<file path="src/design/hvic_cfg.svh">
// constants for the high-voltage indirect register block
// assumes a 25 MHz core clock and a word-wide memory-mapped core port
`ifndef HVIC_CFG_SVH
`define HVIC_CFG_SVH
`define HVIC_ADDR_COMMAND 32'hffff0804
`define HVIC_ADDR_DATA 32'hffff080c
`define HVIC_CMD_RD_CFG_A 8'h00
`define HVIC_CMD_RD_CFG_B 8'h01
`define HVIC_CMD_RD_STATUS 8'h02
`define HVIC_CMD_RD_MONITOR 8'h03
`define HVIC_CMD_WR_CFG_A 8'h08
`define HVIC_CMD_WR_CFG_B 8'h09
`define HVIC_CFG_RESET 8'h00
`define HVIC_BIT_THERM_OVR 7
`define HVIC_BIT_OSC_EN 6
`define HVIC_BIT_BSD 5
`define HVIC_BIT_WAKE 4
`define HVIC_BIT_SUPPLY_MON 3
`define HVIC_BIT_LOWV_FLAG 2
`define HVIC_BIT_BUSY 0
`define HVIC_BIT_RD_OK 1
`define HVIC_BIT_WR_OK 2
`define HVIC_MON_BIT_LOWV 3
`define HVIC_SER_CLK_KHZ 2560
`define HVIC_CLK_KHZ 25000
`define HVIC_MAX_LAT_NS 10000
`define HVIC_CLK_NS 40
// link half period rounded down so each bit is no slower than documented
`define HVIC_SER_HALF_CYC ((`HVIC_CLK_KHZ / (2 * `HVIC_SER_CLK_KHZ)) > 0 ? (`HVIC_CLK_KHZ / (2 * `HVIC_SER_CLK_KHZ)) : 1)
`define HVIC_MAX_LAT_CYC (`HVIC_MAX_LAT_NS / `HVIC_CLK_NS)
`define HVIC_FRAME_BITS 16
`endif

</file>
<file path="src/design/hvic_pkg.sv">
// types for the high-voltage indirect register block
// assumes hvic_cfg.svh is available for constants
package hvic_pkg;
    typedef enum logic [1:0] {
        HVIC_IDLE = 2'b00,
        HVIC_SHIFT = 2'b01,
        HVIC_DONE = 2'b11
    } hvic_state_t;

    // decoded controls for the high-voltage circuits
    typedef struct packed {
        logic thermal_shutdown_en;
        logic precision_osc_en;
        logic lin_pullup_en;
        logic bit_serial_device_mode;
        logic wake_pin_drive;
        logic supply_monitor_en;
        logic supply_irq_en;
        logic lowv_flag_en;
        logic [1:0] lin_mode;
        logic lin_fast;
        logic lin_driver_en;
    } hvic_ctrl_t;

    // core-side memory-mapped access
    typedef struct packed {
        logic wr;
        logic rd;
        logic [31:0] addr;
        logic [31:0] wdata;
    } hvic_bus_t;
endpackage : hvic_pkg

</file>
<file path="src/design/hvic_top.sv">
// indirect high-voltage config registers with command port, staging word and serial link
// assumes core strobes are one-cycle and synchronous; die link answers on ser_data_i
//
// Functional notes
// 12-bit staging register for indirect data
// bits 11..8 read-only command tag
// read codes 0..3 select source register
// codes 08/09 write config A/B
// low byte is the data byte
// config A resets zero, indirect only
// bit7 set disables thermal driver shutdown
// bit6 enables precision oscillator
// bit5 removes pull-up, selects bit-serial mode
// bit4 drives wake pin high; wake held low during thermal shutdown
// bit3 enables supply monitor with interrupt; interrupt also needs supply_irq_line_en_i
// bit2 enables low-voltage flag in monitor
// bits1..0 select LIN driver mode
// config B resets zero, indirect only
// software commands only while busy clear
// serial link at 2.56 MHz, 10 us max; link runs at 3.125 MHz (4-cycle half period)
// status bits 1,2 report transfer success
// read completion loads tag and data together
`include "hvic_cfg.svh"
module hvic_top #(
    parameter int CMD_W = 8,
    parameter int DATA_W = 12
) (
    input wire logic clk_i,
    input wire logic rst_i,
    input wire hvic_pkg::hvic_bus_t bus_i,
    output logic [31:0] rdata_o,
    input wire logic supply_irq_line_en_i,
    input wire logic [7:0] hv_status_reg_i,
    input wire logic [7:0] hv_monitor_reg_i,
    input wire logic thermal_event_i,
    input wire logic ser_data_i,
    output logic ser_clk_o,
    output logic ser_data_o,
    output logic busy_o,
    output hvic_pkg::hvic_ctrl_t ctrl_o
);
    import hvic_pkg::*;

    // refuse widths at elaboration: the frame and the staging word are built for these two
    if (CMD_W != 8 || DATA_W != 12) begin : g_bad_width
        $error("hvic_top supports an 8-bit command and 12-bit data only");
    end

    hvic_state_t state;
    hvic_state_t next_state;
    logic [7:0] hv_circuit_config_a;
    logic [7:0] hv_circuit_config_b;
    logic [11:0] hv_indirect_data;
    logic [7:0] hv_command_port;
    logic rd_ok;
    logic wr_ok;
    logic [4:0] bit_cnt;
    logic [7:0] half_cnt;
    logic [15:0] shreg;
    logic [7:0] rx_byte;
    logic [9:0] lat_cnt;

    // address and command decode
    wire cmd_hit = bus_i.addr == `HVIC_ADDR_COMMAND;
    wire data_hit = bus_i.addr == `HVIC_ADDR_DATA;
    wire cmd_wr = bus_i.wr && cmd_hit && state == HVIC_IDLE;
    wire data_wr = bus_i.wr && data_hit;
    wire is_read = hv_command_port[7:2] == 6'h00;
    wire is_wr_a = hv_command_port == `HVIC_CMD_WR_CFG_A;
    wire is_wr_b = hv_command_port == `HVIC_CMD_WR_CFG_B;
    wire known_cmd = is_read || is_wr_a || is_wr_b;
    wire half_tick = half_cnt == 8'(`HVIC_SER_HALF_CYC - 1);
    wire frame_end = half_tick && ser_clk_o && bit_cnt == 5'(`HVIC_FRAME_BITS - 1);
    // compare at or above so the completion cycle still sees a timeout
    wire timed_out = lat_cnt >= 10'(`HVIC_MAX_LAT_CYC - 1);

    // read source mux on the die side
    logic [7:0] src_byte;
    always_comb begin
        unique case (hv_command_port[1:0])
            2'b00: src_byte = hv_circuit_config_a;
            2'b01: src_byte = hv_circuit_config_b;
            2'b10: src_byte = hv_status_reg_i;
            2'b11: begin
                // low-voltage flag only visible when enabled
                src_byte = hv_monitor_reg_i;
                src_byte[`HVIC_MON_BIT_LOWV] = hv_monitor_reg_i[`HVIC_MON_BIT_LOWV]
                    & hv_circuit_config_a[`HVIC_BIT_LOWV_FLAG];
            end
        endcase
    end

    // transfer sequencer
    always_comb begin
        next_state = state;
        unique case (state)
            HVIC_IDLE: if (cmd_wr) next_state = HVIC_SHIFT;
            HVIC_SHIFT: if (frame_end || timed_out) next_state = HVIC_DONE;
            HVIC_DONE: next_state = HVIC_IDLE;
        endcase
    end

    always_ff @(posedge clk_i) begin
        if (rst_i) state <= HVIC_IDLE;
        else state <= next_state;
    end

    // serial link: 8 command bits then 8 data bits, msb first
    always_ff @(posedge clk_i) begin
        if (rst_i) begin
            half_cnt <= 8'h00;
            bit_cnt <= 5'h00;
            ser_clk_o <= 1'b0;
            ser_data_o <= 1'b0;
            shreg <= 16'h0000;
            rx_byte <= 8'h00;
            lat_cnt <= 10'h000;
        end else if (state == HVIC_IDLE) begin
            half_cnt <= 8'h00;
            bit_cnt <= 5'h00;
            ser_clk_o <= 1'b0;
            ser_data_o <= 1'b0;
            lat_cnt <= 10'h000;
            shreg <= {bus_i.wdata[7:0], hv_indirect_data[7:0]};
        end else if (state == HVIC_SHIFT) begin
            lat_cnt <= lat_cnt + 10'h001;
            half_cnt <= half_tick ? 8'h00 : half_cnt + 8'h01;
            if (half_tick) begin
                ser_clk_o <= ~ser_clk_o;
                if (!ser_clk_o) begin
                    ser_data_o <= shreg[15];
                end else begin
                    shreg <= {shreg[14:0], 1'b0};
                    bit_cnt <= bit_cnt + 5'h01;
                    if (bit_cnt[3]) rx_byte <= {rx_byte[6:0], ser_data_i};
                end
            end
        end else begin
            ser_clk_o <= 1'b0;
        end
    end

    // command register, busy and completion status
    always_ff @(posedge clk_i) begin
        if (rst_i) begin
            hv_command_port <= 8'h00;
            busy_o <= 1'b0;
            rd_ok <= 1'b0;
            wr_ok <= 1'b0;
        end else begin
            if (cmd_wr) begin
                hv_command_port <= bus_i.wdata[7:0];
                busy_o <= 1'b1;
            end else if (state == HVIC_DONE) begin
                busy_o <= 1'b0;
                rd_ok <= is_read && !timed_out;
                wr_ok <= (is_wr_a || is_wr_b) && !timed_out;
            end
        end
    end

    // indirect registers and the staging word
    always_ff @(posedge clk_i) begin
        if (rst_i) begin
            hv_circuit_config_a <= `HVIC_CFG_RESET;
            hv_circuit_config_b <= `HVIC_CFG_RESET;
            hv_indirect_data <= 12'h000;
        end else if (state == HVIC_DONE && known_cmd && !timed_out) begin
            if (is_wr_a) hv_circuit_config_a <= hv_indirect_data[7:0];
            if (is_wr_b) hv_circuit_config_b <= hv_indirect_data[7:0];
            // tag and byte land in one update, see
            if (is_read) hv_indirect_data <= {hv_command_port[3:0], src_byte};
        end else if (data_wr) begin
            // upper nibble ignores writes, see
            hv_indirect_data[7:0] <= bus_i.wdata[7:0];
        end
    end

    // read data path
    always_ff @(posedge clk_i) begin
        if (rst_i) rdata_o <= 32'h0000_0000;
        else if (bus_i.rd && data_hit) rdata_o <= {20'h00000, hv_indirect_data};
        else if (bus_i.rd && cmd_hit) rdata_o <= {29'h0, wr_ok, rd_ok, busy_o};
        else rdata_o <= 32'h0000_0000;
    end

    // decode config A to circuit controls
    always_ff @(posedge clk_i) begin
        if (rst_i) begin
            ctrl_o <= '0;
        end else begin
            ctrl_o.thermal_shutdown_en <= ~hv_circuit_config_a[`HVIC_BIT_THERM_OVR] & thermal_event_i;
            ctrl_o.precision_osc_en <= hv_circuit_config_a[`HVIC_BIT_OSC_EN];
            ctrl_o.lin_pullup_en <= ~hv_circuit_config_a[`HVIC_BIT_BSD];
            ctrl_o.bit_serial_device_mode <= hv_circuit_config_a[`HVIC_BIT_BSD];
            ctrl_o.wake_pin_drive <= hv_circuit_config_a[`HVIC_BIT_WAKE]
                & ~(thermal_event_i & ~hv_circuit_config_a[`HVIC_BIT_THERM_OVR]);
            ctrl_o.supply_monitor_en <= hv_circuit_config_a[`HVIC_BIT_SUPPLY_MON];
            ctrl_o.supply_irq_en <= hv_circuit_config_a[`HVIC_BIT_SUPPLY_MON] & supply_irq_line_en_i;
            ctrl_o.lowv_flag_en <= hv_circuit_config_a[`HVIC_BIT_LOWV_FLAG];
            ctrl_o.lin_mode <= hv_circuit_config_a[1:0];
            ctrl_o.lin_fast <= hv_circuit_config_a[1:0] == 2'b11;
            ctrl_o.lin_driver_en <= hv_circuit_config_a[1];
        end
    end
endmodule : hvic_top
</file>
<file path="config.mk">
export PLATFORM = sky130hd
export DESIGN_NAME = hvic_top
export DESIGN_NICKNAME = d
export VERILOG_FILES = /design/src/design/hvic_pkg.sv /design/src/design/hvic_top.sv
export VERILOG_INCLUDE_DIRS = /design/src /design/src/design
export SDC_FILE = /design/constraint.sdc
export NUM_CORES = 1
export LEC_CHECK = 0
export BUFFER_PORTS_ARGS = -buffer_cell sky130_fd_sc_hd__clkbuf_2
export CORE_ASPECT_RATIO = 0.9
export CORE_MARGIN = 2
export CORE_UTILIZATION = 52
export CTS_CLUSTER_DIAMETER = 60
export DETAILED_ROUTE_END_ITERATION = 10
export GPL_TIMING_DRIVEN = 0
export PLACE_DENSITY = 0.92
export SLEW_MARGIN = 20
export SYNTH_ARGS = -nofsm -noshare
export SYNTH_HDL_FRONTEND = slang
export SYNTH_SLANG_ARGS = --single-unit
export TNS_END_PERCENT = 30
</file>
<file path="constraint.sdc">
create_clock -name clk_i -period 2.3 [get_ports clk_i]
set_clock_uncertainty 0.15 [all_clocks]
set_input_delay 0.345 -clock clk_i [delete_from_list [all_inputs] [get_ports clk_i]]
set_output_delay 0.345 -clock clk_i [all_outputs]
set_load 0.05 [all_outputs]
</file>
==> results of run 1 <==
## power by group through the flow
stage	clock, mW	sequential (mW)	combinational (mW)
finish	1.13	1.83	0.231
global placement	0	1.87	0.223
floorplan	0	1.88	0.142
global route	1.22	1.83	0.243
detailed placement	0	1.87	0.226
CTS	1.14	1.83	0.227
## final timing paths
check,from,end,cells after the start
min reg2reg,hv_circuit_config_a[5],ctrl_o[9],1
max,lat_cnt[0],hv_indirect_data[5],9
max reg2reg,lat_cnt[0],hv_indirect_data[5],9
min,thermal_event_i,ctrl_o[7],2
## layer usage
layer	wire, um	track usage [%]	vias up
met3	1130	5.83	26
met4	211	8.00	0
met5	0	0	-
met2	5920	43.3	213
li1	-	-	1924
met1	4640	29.0	1911
## critical path: stages, from the launching register on
cell	delay [ns]
dfxtp_1	0.39
inv_1	0.09
ha_1	0.14
inv_1	0.06
o311ai_4	0.30
buf_2	0.28
clkbuf_2	0.27
a21boi_0	0.13
o21bai_1	0.19
mux2i_1	0.10
## sequential cells by signal, summed over array words and instances (netlist names), 5 cells and up
| name | count |
|---|---|
| bit_cnt | 5 |
| shreg | 16 |
| hv_command_port | 8 |
| half_cnt | 8 |
| lat_cnt | 10 |
| hv_circuit_config_a | 8 |
| ctrl_o | 11 |
| hv_indirect_data | 12 |
| rdata_o | 12 |
| hv_circuit_config_b | 8 |
## cells by family (layout without fill, tap and decap cells)
kind of cell,Yosys count,after routing
AO/OA/AOI/OAI,66,66
XOR/XNOR,19,19
adder cells (fa/ha/maj),6,6
buffers and inverters,65,171
flip-flops,105,105
multiplexers,43,43
other,1,20
AND/OR/NAND/NOR,192,192
## stage by stage
step | util (%) | hold slack (ns)
final | 65.1 | 0.0357
after global routing | 65.1 | 0.0246
after CTS | 64.6 | 0.0238
after detailed placement | 61.8 | 0.294
after global placement | 61.8 | 0.281
after floorplan | - | 0.261
## repair_timing
item,CTS,global route
gates resized for setup,5,13
pin swaps,1,0
setup endpoints to repair,33,42
buffers inserted,1,1
hold endpoints to repair,0,0
## synthesized netlist by cell type (all sizes together) (5+ instances only)
library cell  instances
dfxtp               105
nor2                 68
mux2i                35
buf                  30
nand2                28
nand2b               21
clkbuf               19
o21ai                17
a311oi               16
inv                  16
xor2                 16
and2                 12
nand3                12
and3                 11
a21oi                 9
nand4                 9
a21boi                8
mux4                  8
o21bai                8
ha                    6
and4                  5
nor3                  5
nor3b                 5
## layout make-up
cell class,instances,area share (%)
multi-input cells,346,42.2
inverters,16,1.06
flip-flops and latches,105,37.2
clock buffers,11,2.68
plain buffers,49,5.13
repair buffers,90,8.27
clock inverters,5,0.796
well taps,119,2.63
==> reports/metrics.yaml, run 1 <==
cp_max_fo: 10
gr-total-overflow: 0
area_delta_synth_final_pct: 20.1
clockPowerShare_pct: 35.4
dpl_cell_area_sq_um: 5370
synth.avg_cell_area_sq_um: 9.48
synth_compound_area_share_pct: 10.1
final_cell_count_no_fill: 741
grt_first_pass_wirelength_mm: 19.0
synth_adder_area_share_pct: 1.59
die_w_um: 104
finalCriticalPeriod_ns: 2.22
place_inst: 723
hold_path_class: "in2reg"
h-tree-depth: 3
synthXorXnorAreaFrac_pct: 3.53
drtPass1Iterations: 5
ys_warn_count: 0
reg2reg_slack_ns: 0.08
clockBufferDepth: 2
report.power.total_mw: 3.19
criticalPathCategory: "reg2reg"
synth_edf_count: 0
die_y_um: 94.3
synth_top_cell_by_area: "dfxtp_1"
worstMarginPinSlew_ns: 0.683
finalSetupViolations: 0
ys_ff_latch: 105
ys.flop_type: "dfxtp_1"
wl_per_cell_um: 16.1
cts-root-buf: "clkbuf_8"
layout_commonest_cell: "dfxtp_1"
routabilityCongestion: 0.932
setup-tns-final_ns: 0
grt_start_max_net_pins: 19
power_frac_comb_pct: 7.2
critPathLaunchType: "flop"
nets: 710
dp_hpwl_mm: 8.65
swShare_pct: 25.2
register_area_sq_um: 2100
slew_violations: 0
p_switching_uw: 805
yosys-mux-area-fraction_pct: 11.3
clock-sinks: 105
dp_slack_ns: -0.216
synthSimpleGateAreaFrac_pct: 21.6
p_leak_nw: 2.50
yosysTopAreaCellShare_pct: 44.6
ant_nets: 0
cp.arrival_ns: 2.33
synth_cell_type_count: 47
multi_input_area_sq_um: 2390
nFillCells: 686
synthTopCellsByArea: "dfxtp_1 45%, mux2i_1 7.4%, nor2_1 5.3%"
final.setup.worst_slack_ns: 0.0793
fin_crit_sh_pct: 96.6
ir_worst_vdd_v: 0.000300
core_area_sq_um: 8690
yosysSeqAreaShare_pct: 44.6
dieArea_sq_um: 9840
cts_tree: "yes"
port_buffers: 88
cp.required_ns: 2.41
antenna_cells: 0
clk_pin_slew_ns: 0.10
grt_antenna_before_repair: 0
status: "finished clean"
layout_common_cells: "103 x dfxtp_1, 90 x clkbuf_2, 67 x nor2_1, 35 x mux2i_1, 28 x nand2_1"
p_int_mw: 2.39
route.detailed.drc: 0
first_iter_violations: 263
end_kind: "flop"
clk_latency_ns: 0.37
synth_area_sq_um: 4710
async_reset_ff_share_pct: 0
fmax_mhz: 450
grt.total_usage_pct: 24.3
ioPinCount: 134
synthCells: 497
final-hold-violation-count: 0
grt_pass1_vias: 4063
slew_headroom_pct: 54.4
powerDensity_nw_per_um2: 564
vias: 4074
initial_utilization_pct: 54.2
seqPwrFrac_pct: 57.4
max-cap-violations: 0
hold_buffers: 0
design_area_sq_um: 5660
numCtsBuffers: 9
drive_above_1_share_pct: 25.9
wirelength_mm: 11.9
avgViaCountPerCell: 5.50
rows: 32
synth_top_family_by_area: "simple AND/OR/NAND/NOR gates"
(Power assumes the default switching activity.)
==> run 2, diff against run 1 <==
- CTS_BUF_LIST: not set -> sky130_fd_sc_hd__clkbuf_16
==> reports/metrics.yaml, run 2 (same netlist as run 1, synthesis figures left out) <==
h-tree-depth: 3  # unchanged
cp.arrival_ns: 2.38  # +0.05 ns
core_area_sq_um: 8690  # unchanged
final-hold-violation-count: 0  # unchanged
ioPinCount: 134  # unchanged
drive_above_1_share_pct: 25.6  # -0.24 points
first_iter_violations: 360  # +37%
routabilityCongestion: 0.932  # unchanged
fmax_mhz: 440  # -2.2%
antenna_cells: 0  # unchanged
reg2reg_to: "hv_circuit_config_a[3]"
finalCriticalPeriod_ns: 2.27  # +0.0498 ns
setup-tns-final_ns: 0  # unchanged
hold_ws_ns: 0.0822  # +0.0465 ns
worstHoldStart: "thermal_event_i"
final.setup.worst_slack_ns: 0.0295  # -0.0498 ns
die_w_um: 104  # unchanged
powerDensity_nw_per_um2: 611  # +8.2%
cp.required_ns: 2.41  # about the same
max-cap-violations: 0  # unchanged
clk_pin_slew_ns: 0.07  # -0.03 ns
slew_violations: 0  # unchanged
dp_slack_ns: -0.216  # unchanged
finalSetupViolations: 0  # unchanged
vias: 4141  # +1.6%
cts-root-buf: "clkbuf_16"
dieArea_sq_um: 9840  # unchanged
numCtsBuffers: 9  # unchanged
wirelength_mm: 12.4  # +4.1%
grt_start_max_net_pins: 19  # unchanged
rows: 32  # unchanged
grt_pass1_vias: 4144  # +2.0%
grt_antenna_before_repair: 0  # unchanged
path_cells: "inv_1 -> ha_1 -> o311ai_4 -> nor3b_2 -> and3b_1 -> buf_4 -> mux2i_1"
area_delta_synth_final_pct: 22.2
layout_commonest_cell: "dfxtp_1"
die_y_um: 94.3  # unchanged
ant_nets: 0  # unchanged
clk_latency_ns: 0.35  # -0.02 ns
nets: 712  # +0.28%
clock-sinks: 105  # unchanged
wl_per_cell_um: 16.7  # +3.8%
min_path_cells: 2  # unchanged
criticalPathCategory: "reg2reg"
fin_crit_sh_pct: 98.7  # +2.2 points
grt_first_pass_wirelength_mm: 19.6  # +3.4%
largest_reg_flops: 16  # unchanged
port_buffers: 88  # unchanged
ir_worst_vdd_v: 0.000383  # +28%
largest-register: "shreg"
worst_path_max_delay_cell: "dfxtp_1"
r2r-start: "lat_cnt[1]"
end_kind: "flop"
dp_hpwl_mm: 8.65  # unchanged
status: "finished clean"
cp_max_fo: 8  # -2
critPathLaunchType: "flop"
worstMarginPinSlew_ns: 0.636  # -0.0475 ns
initial_utilization_pct: 54.2  # unchanged
gr-total-overflow: 0  # unchanged
reg2reg_slack_ns: 0.03  # -0.05 ns
cts_tree: "yes"
hold_path_class: "in2reg"
slew_headroom_pct: 57.6  # +3.2 points
grt.total_usage_pct: 25.2  # +0.91 points
max_stage_delay_ns: 0.40  # about the same
route.detailed.drc: 0  # unchanged
worst_hold_path.endpoint: "ctrl_o[7]"
worstRegToRegCells: 7  # -2
avgViaCountPerCell: 5.57  # +1.4%
p_leak_nw: 2.54  # +1.7%
drtPass1Iterations: 7  # +2
clockBufferDepth: 2  # unchanged
top_regs: "shreg (16), hv_indirect_data (12), rdata_o (12)"
layout_common_cells: "105 x dfxtp_1, 90 x clkbuf_2, 67 x nor2_1, 35 x mux2i_1, 28 x nand2_1"
-- run 2: changes by cell type in the layout (fill, tap and decap cells not counted), sizes merged --
cell / change
clkbuf: -2
buf: +2
clkinv: +2
-- run 2: cell type report --
class,instances,area (sq um)
buffer,49,290
clock buffer,9,225
clock inverter,7,52.6
fill,670,2930
inverter,16,60.1
multi-input combinational,346,2390
sequential,105,2100
tap,119,149
timing repair buffer,92,483
-- run 2: what timing repair did --
action	in CTS	in global routing
setup endpoints to repair	34	42
buffers inserted	1	3
pin swaps	1	0
hold buffers	0	0
gates resized for setup	6	11
-- run 2: critical path, delay by kind of cell (launching register included) --
| kind | cells | cell delay (ns) |
|---|---|---|
| compound gates | 1 | 0.26 |
| fa+ha+maj | 1 | 0.22 |
| buf+inv | 2 | 0.31 |
| flops | 1 | 0.40 |
| mux | 1 | 0.25 |
| simple gates | 2 | 0.59 |
-- run 2: worst max path at each step --
stage | start | end | slack [ns] | cells past startpoint
floorplan | lat_cnt[0] | hv_circuit_config_a[0] | 0.24 | 8
global placement | lat_cnt[0] | hv_indirect_data[0] | -0.10 | 9
detailed placement | lat_cnt[1] | hv_indirect_data[7] | -0.22 | 8
CTS | half_cnt[1] | shreg[4] | 0.01 | 7
global route | lat_cnt[1] | hv_circuit_config_a[2] | -0.01 | 7
finish | lat_cnt[1] | hv_circuit_config_a[3] | 0.03 | 7
-- run 2: power breakdown --
part           switching, mW  internal, mW
Combinational          0.145        0.0863
Sequential           0.00479          1.83
Clock                  0.705         0.747
-- run 2: routing by layer --
| metal | global-route usage, % | routed length, um | vias up |
|---|---|---|---|
| met3 | 7.07 | 1230 | 33 |
| li1 | - | - | 1927 |
| met2 | 45.2 | 6130 | 227 |
| met5 | 0 | 0 | - |
| met4 | 9.46 | 325 | 0 |
| met1 | 28.8 | 4710 | 1954 |
-- run 2: through the flow --
stage               std cells  power, mW  area, sq um  utilization, %
floorplan                 516       2.02         4780               -
global placement          723       2.09         5370            61.8
detailed placement        723       2.10         5370            61.8
CTS                       740       3.52         5700            65.6
global route              743       3.61         5760            66.2
finish                    743       3.51         5760            66.2
==> run 3, diff against run 2 <==
--- a/config.mk
+++ b/config.mk
@@ -11,3 +11,3 @@
 export CORE_MARGIN = 2
-export CORE_UTILIZATION = 52
+export CORE_UTILIZATION = 55
 export CTS_BUF_LIST = sky130_fd_sc_hd__clkbuf_16
@@ -15,4 +15,4 @@
 export DETAILED_ROUTE_END_ITERATION = 10
-export GPL_TIMING_DRIVEN = 0
-export PLACE_DENSITY = 0.92
+export GPL_TIMING_DRIVEN = 1
+export PLACE_DENSITY = 0.95
 export SLEW_MARGIN = 20
==> constraint.sdc (replaced) <==
create_clock -name clk_i -period 2.81 [get_ports clk_i]
set_clock_uncertainty 0.15 [all_clocks]
set_input_delay 0 -clock clk_i [delete_from_list [all_inputs] [get_ports clk_i]]
set_output_delay 0 -clock clk_i [all_outputs]
set_load 0.05 [all_outputs]
==> reports/metrics.yaml, run 3 (same netlist as run 1, synthesis figures left out) <==
layout_common_cells: "105 x dfxtp_1, 88 x clkbuf_2, 67 x nor2_1, 35 x mux2i_1, 28 x nand2_1"
hold_path_class: "in2reg"
register_area_sq_um: 2100  # unchanged
ioPinCount: 134  # unchanged
layout_commonest_cell: "dfxtp_1"
port_buffers: 88  # unchanged
end_kind: "flop"
worstMarginPinSlew_ns: 0.799  # +0.163 ns
avgViaCountPerCell: 5.72  # +2.6%
cp.arrival_ns: 2.64  # +0.26 ns
fin_util_pct: 67.2  # +0.92 points
grt_start_max_net_pins: 55  # +36
clk_latency_ns: 0.34  # about the same
largest-register: "shreg"
powerDensity_nw_per_um2: 533  # -13%
criticalPathCategory: "reg2reg"
clockBufferDepth: 2  # unchanged
clock-sinks: 105  # unchanged
finalCriticalPeriod_ns: 2.52  # +0.253 ns
wirelength_mm: 12.3  # -1.0%
largest_reg_flops: 16  # unchanged
top_regs: "shreg (16), hv_indirect_data (12), rdata_o (12)"
grt.total_usage_pct: 26.9  # +1.6 points
grt_antenna_before_repair: 0  # unchanged
slew_headroom_pct: 46.7  # -11 points
die_w_um: 102  # -2.7%
vias: 4105  # -0.87%
slew_violations: 0  # unchanged
cp_max_fo: 8  # unchanged
cp.required_ns: 2.93  # +0.52 ns
route.detailed.drc: 0  # unchanged
wl_per_cell_um: 17.1  # +2.4%
grt_first_pass_wirelength_mm: 19.6  # +0.11%
max-cap-violations: 0  # unchanged
dr_wl_met2_mm: 5.95  # -3.0%
routabilityCongestion: 0.794  # -15%
final.setup.worst_slack_ns: 0.287  # +0.257 ns
ant_nets: 0  # unchanged
cts-root-buf: "clkbuf_16"
fmax_mhz: 396  # -10%
cts_tree: "yes"
dp_slack_ns: 0.370  # +0.587 ns
wl_met3_um: 947  # -23%
grt_pass1_vias: 4125  # -0.46%
area_delta_synth_final_pct: 20.5
drtPass1Iterations: 5  # -2
nets: 687  # -3.5%
status: "finished clean"
met1_length_mm: 4.87  # +3.4%
p_leak_nw: 2.48  # -2.5%
nFillCells: 573  # -14%
multi_input_area_sq_um: 2350  # -1.8%
core_area_sq_um: 8450  # -2.8%
finalSetupViolations: 0  # unchanged
rows: 32  # unchanged
setup-tns-final_ns: 0  # unchanged
initial_utilization_pct: 55.7  # +1.5 points
final-hold-violation-count: 0  # unchanged
critPathLaunchType: "flop"
rsz0062_at_grt: "false"
antenna_cells: 0  # unchanged
drive_above_1_share_pct: 21.7  # -3.9 points
numCtsBuffers: 9  # unchanged
die_y_um: 91.8  # -2.7%
h-tree-depth: 3  # unchanged
dieArea_sq_um: 9320  # -5.2%
gr-total-overflow: 0  # unchanged
first_iter_violations: 325  # -9.7%
dp_hpwl_mm: 7.68  # -11%
clk_pin_slew_ns: 0.07  # about the same
fin_crit_sh_pct: 89.8  # -8.9 points
top_layer: "met4"
ir_worst_vdd_v: 0.000308  # -20%
-- run 3: what timing repair did --
action / CTS / global route
endpoints found under the hold margin: 30 / 0
hold buffers: 17 / 0
buffers inserted: 0 / 0
setup endpoints to repair: 0 / 0
resized for setup: 0 / 0
-- run 3: worst paths after layout --
| kind | endpoint | slack, ns | startpoint | depth (start not counted) |
|---|---|---|---|---|
| min reg2reg | ctrl_o[9] | 0.30 | hv_circuit_config_a[5] | 1 |
| max | hv_circuit_config_a[0] | 0.29 | lat_cnt[1] | 6 |
| max reg2reg | hv_circuit_config_a[0] | 0.29 | lat_cnt[1] | 6 |
| min | state[0] | 0.04 | bus_i[42] | 5 |
-- run 3: critical path, stage by stage (launching register included) --
cell and delay, ns:
dfxtp_1 0.41, inv_1 0.10, ha_1 0.19, o311ai_2 0.38, nor3b_1 0.34, and3b_1 0.61, mux2i_1 0.27
-- run 3: per-stage QoR --
stage / instances / cell area [sq um] / hold WS (ns) / total power [mW]
2_1_floorplan: 516 / 4780 / -0.0561 / 1.65
3_3_place_gp: 685 / 5180 / 0.0416 / 1.69
3_5_place_dp: 685 / 5180 / 0.0588 / 1.69
4_1_cts: 718 / 5670 / 0.0367 / 3.02
5_1_grt: 718 / 5670 / 0.103 / 3.09
6_report: 718 / 5670 / 0.0390 / 3.03
-- run 3: routing by layer --
layer / track usage, % / vias up
li1: - / 1880
met1: 31.9 / 1947
met2: 45.6 / 230
met3: 6.25 / 48
met4: 12.2 / 0
met5: 0 / -
-- run 3: final cells by class --
cell class,count,area share [%]
timing repair buffer,116,12.2
sequential,105,37.0
clock buffer,9,3.97
clock inverter,7,1.65
inverter,16,1.06
multi-input combinational,346,41.4
tap,119,2.62
-- run 3: power breakdown --
group | leakage [nW] | switching, mW | internal, mW
Combinational | 1.47 | 0.116 | 0.0643
Clock | 0.155 | 0.566 | 0.782
Sequential | 0.848 | 0.00377 | 1.49
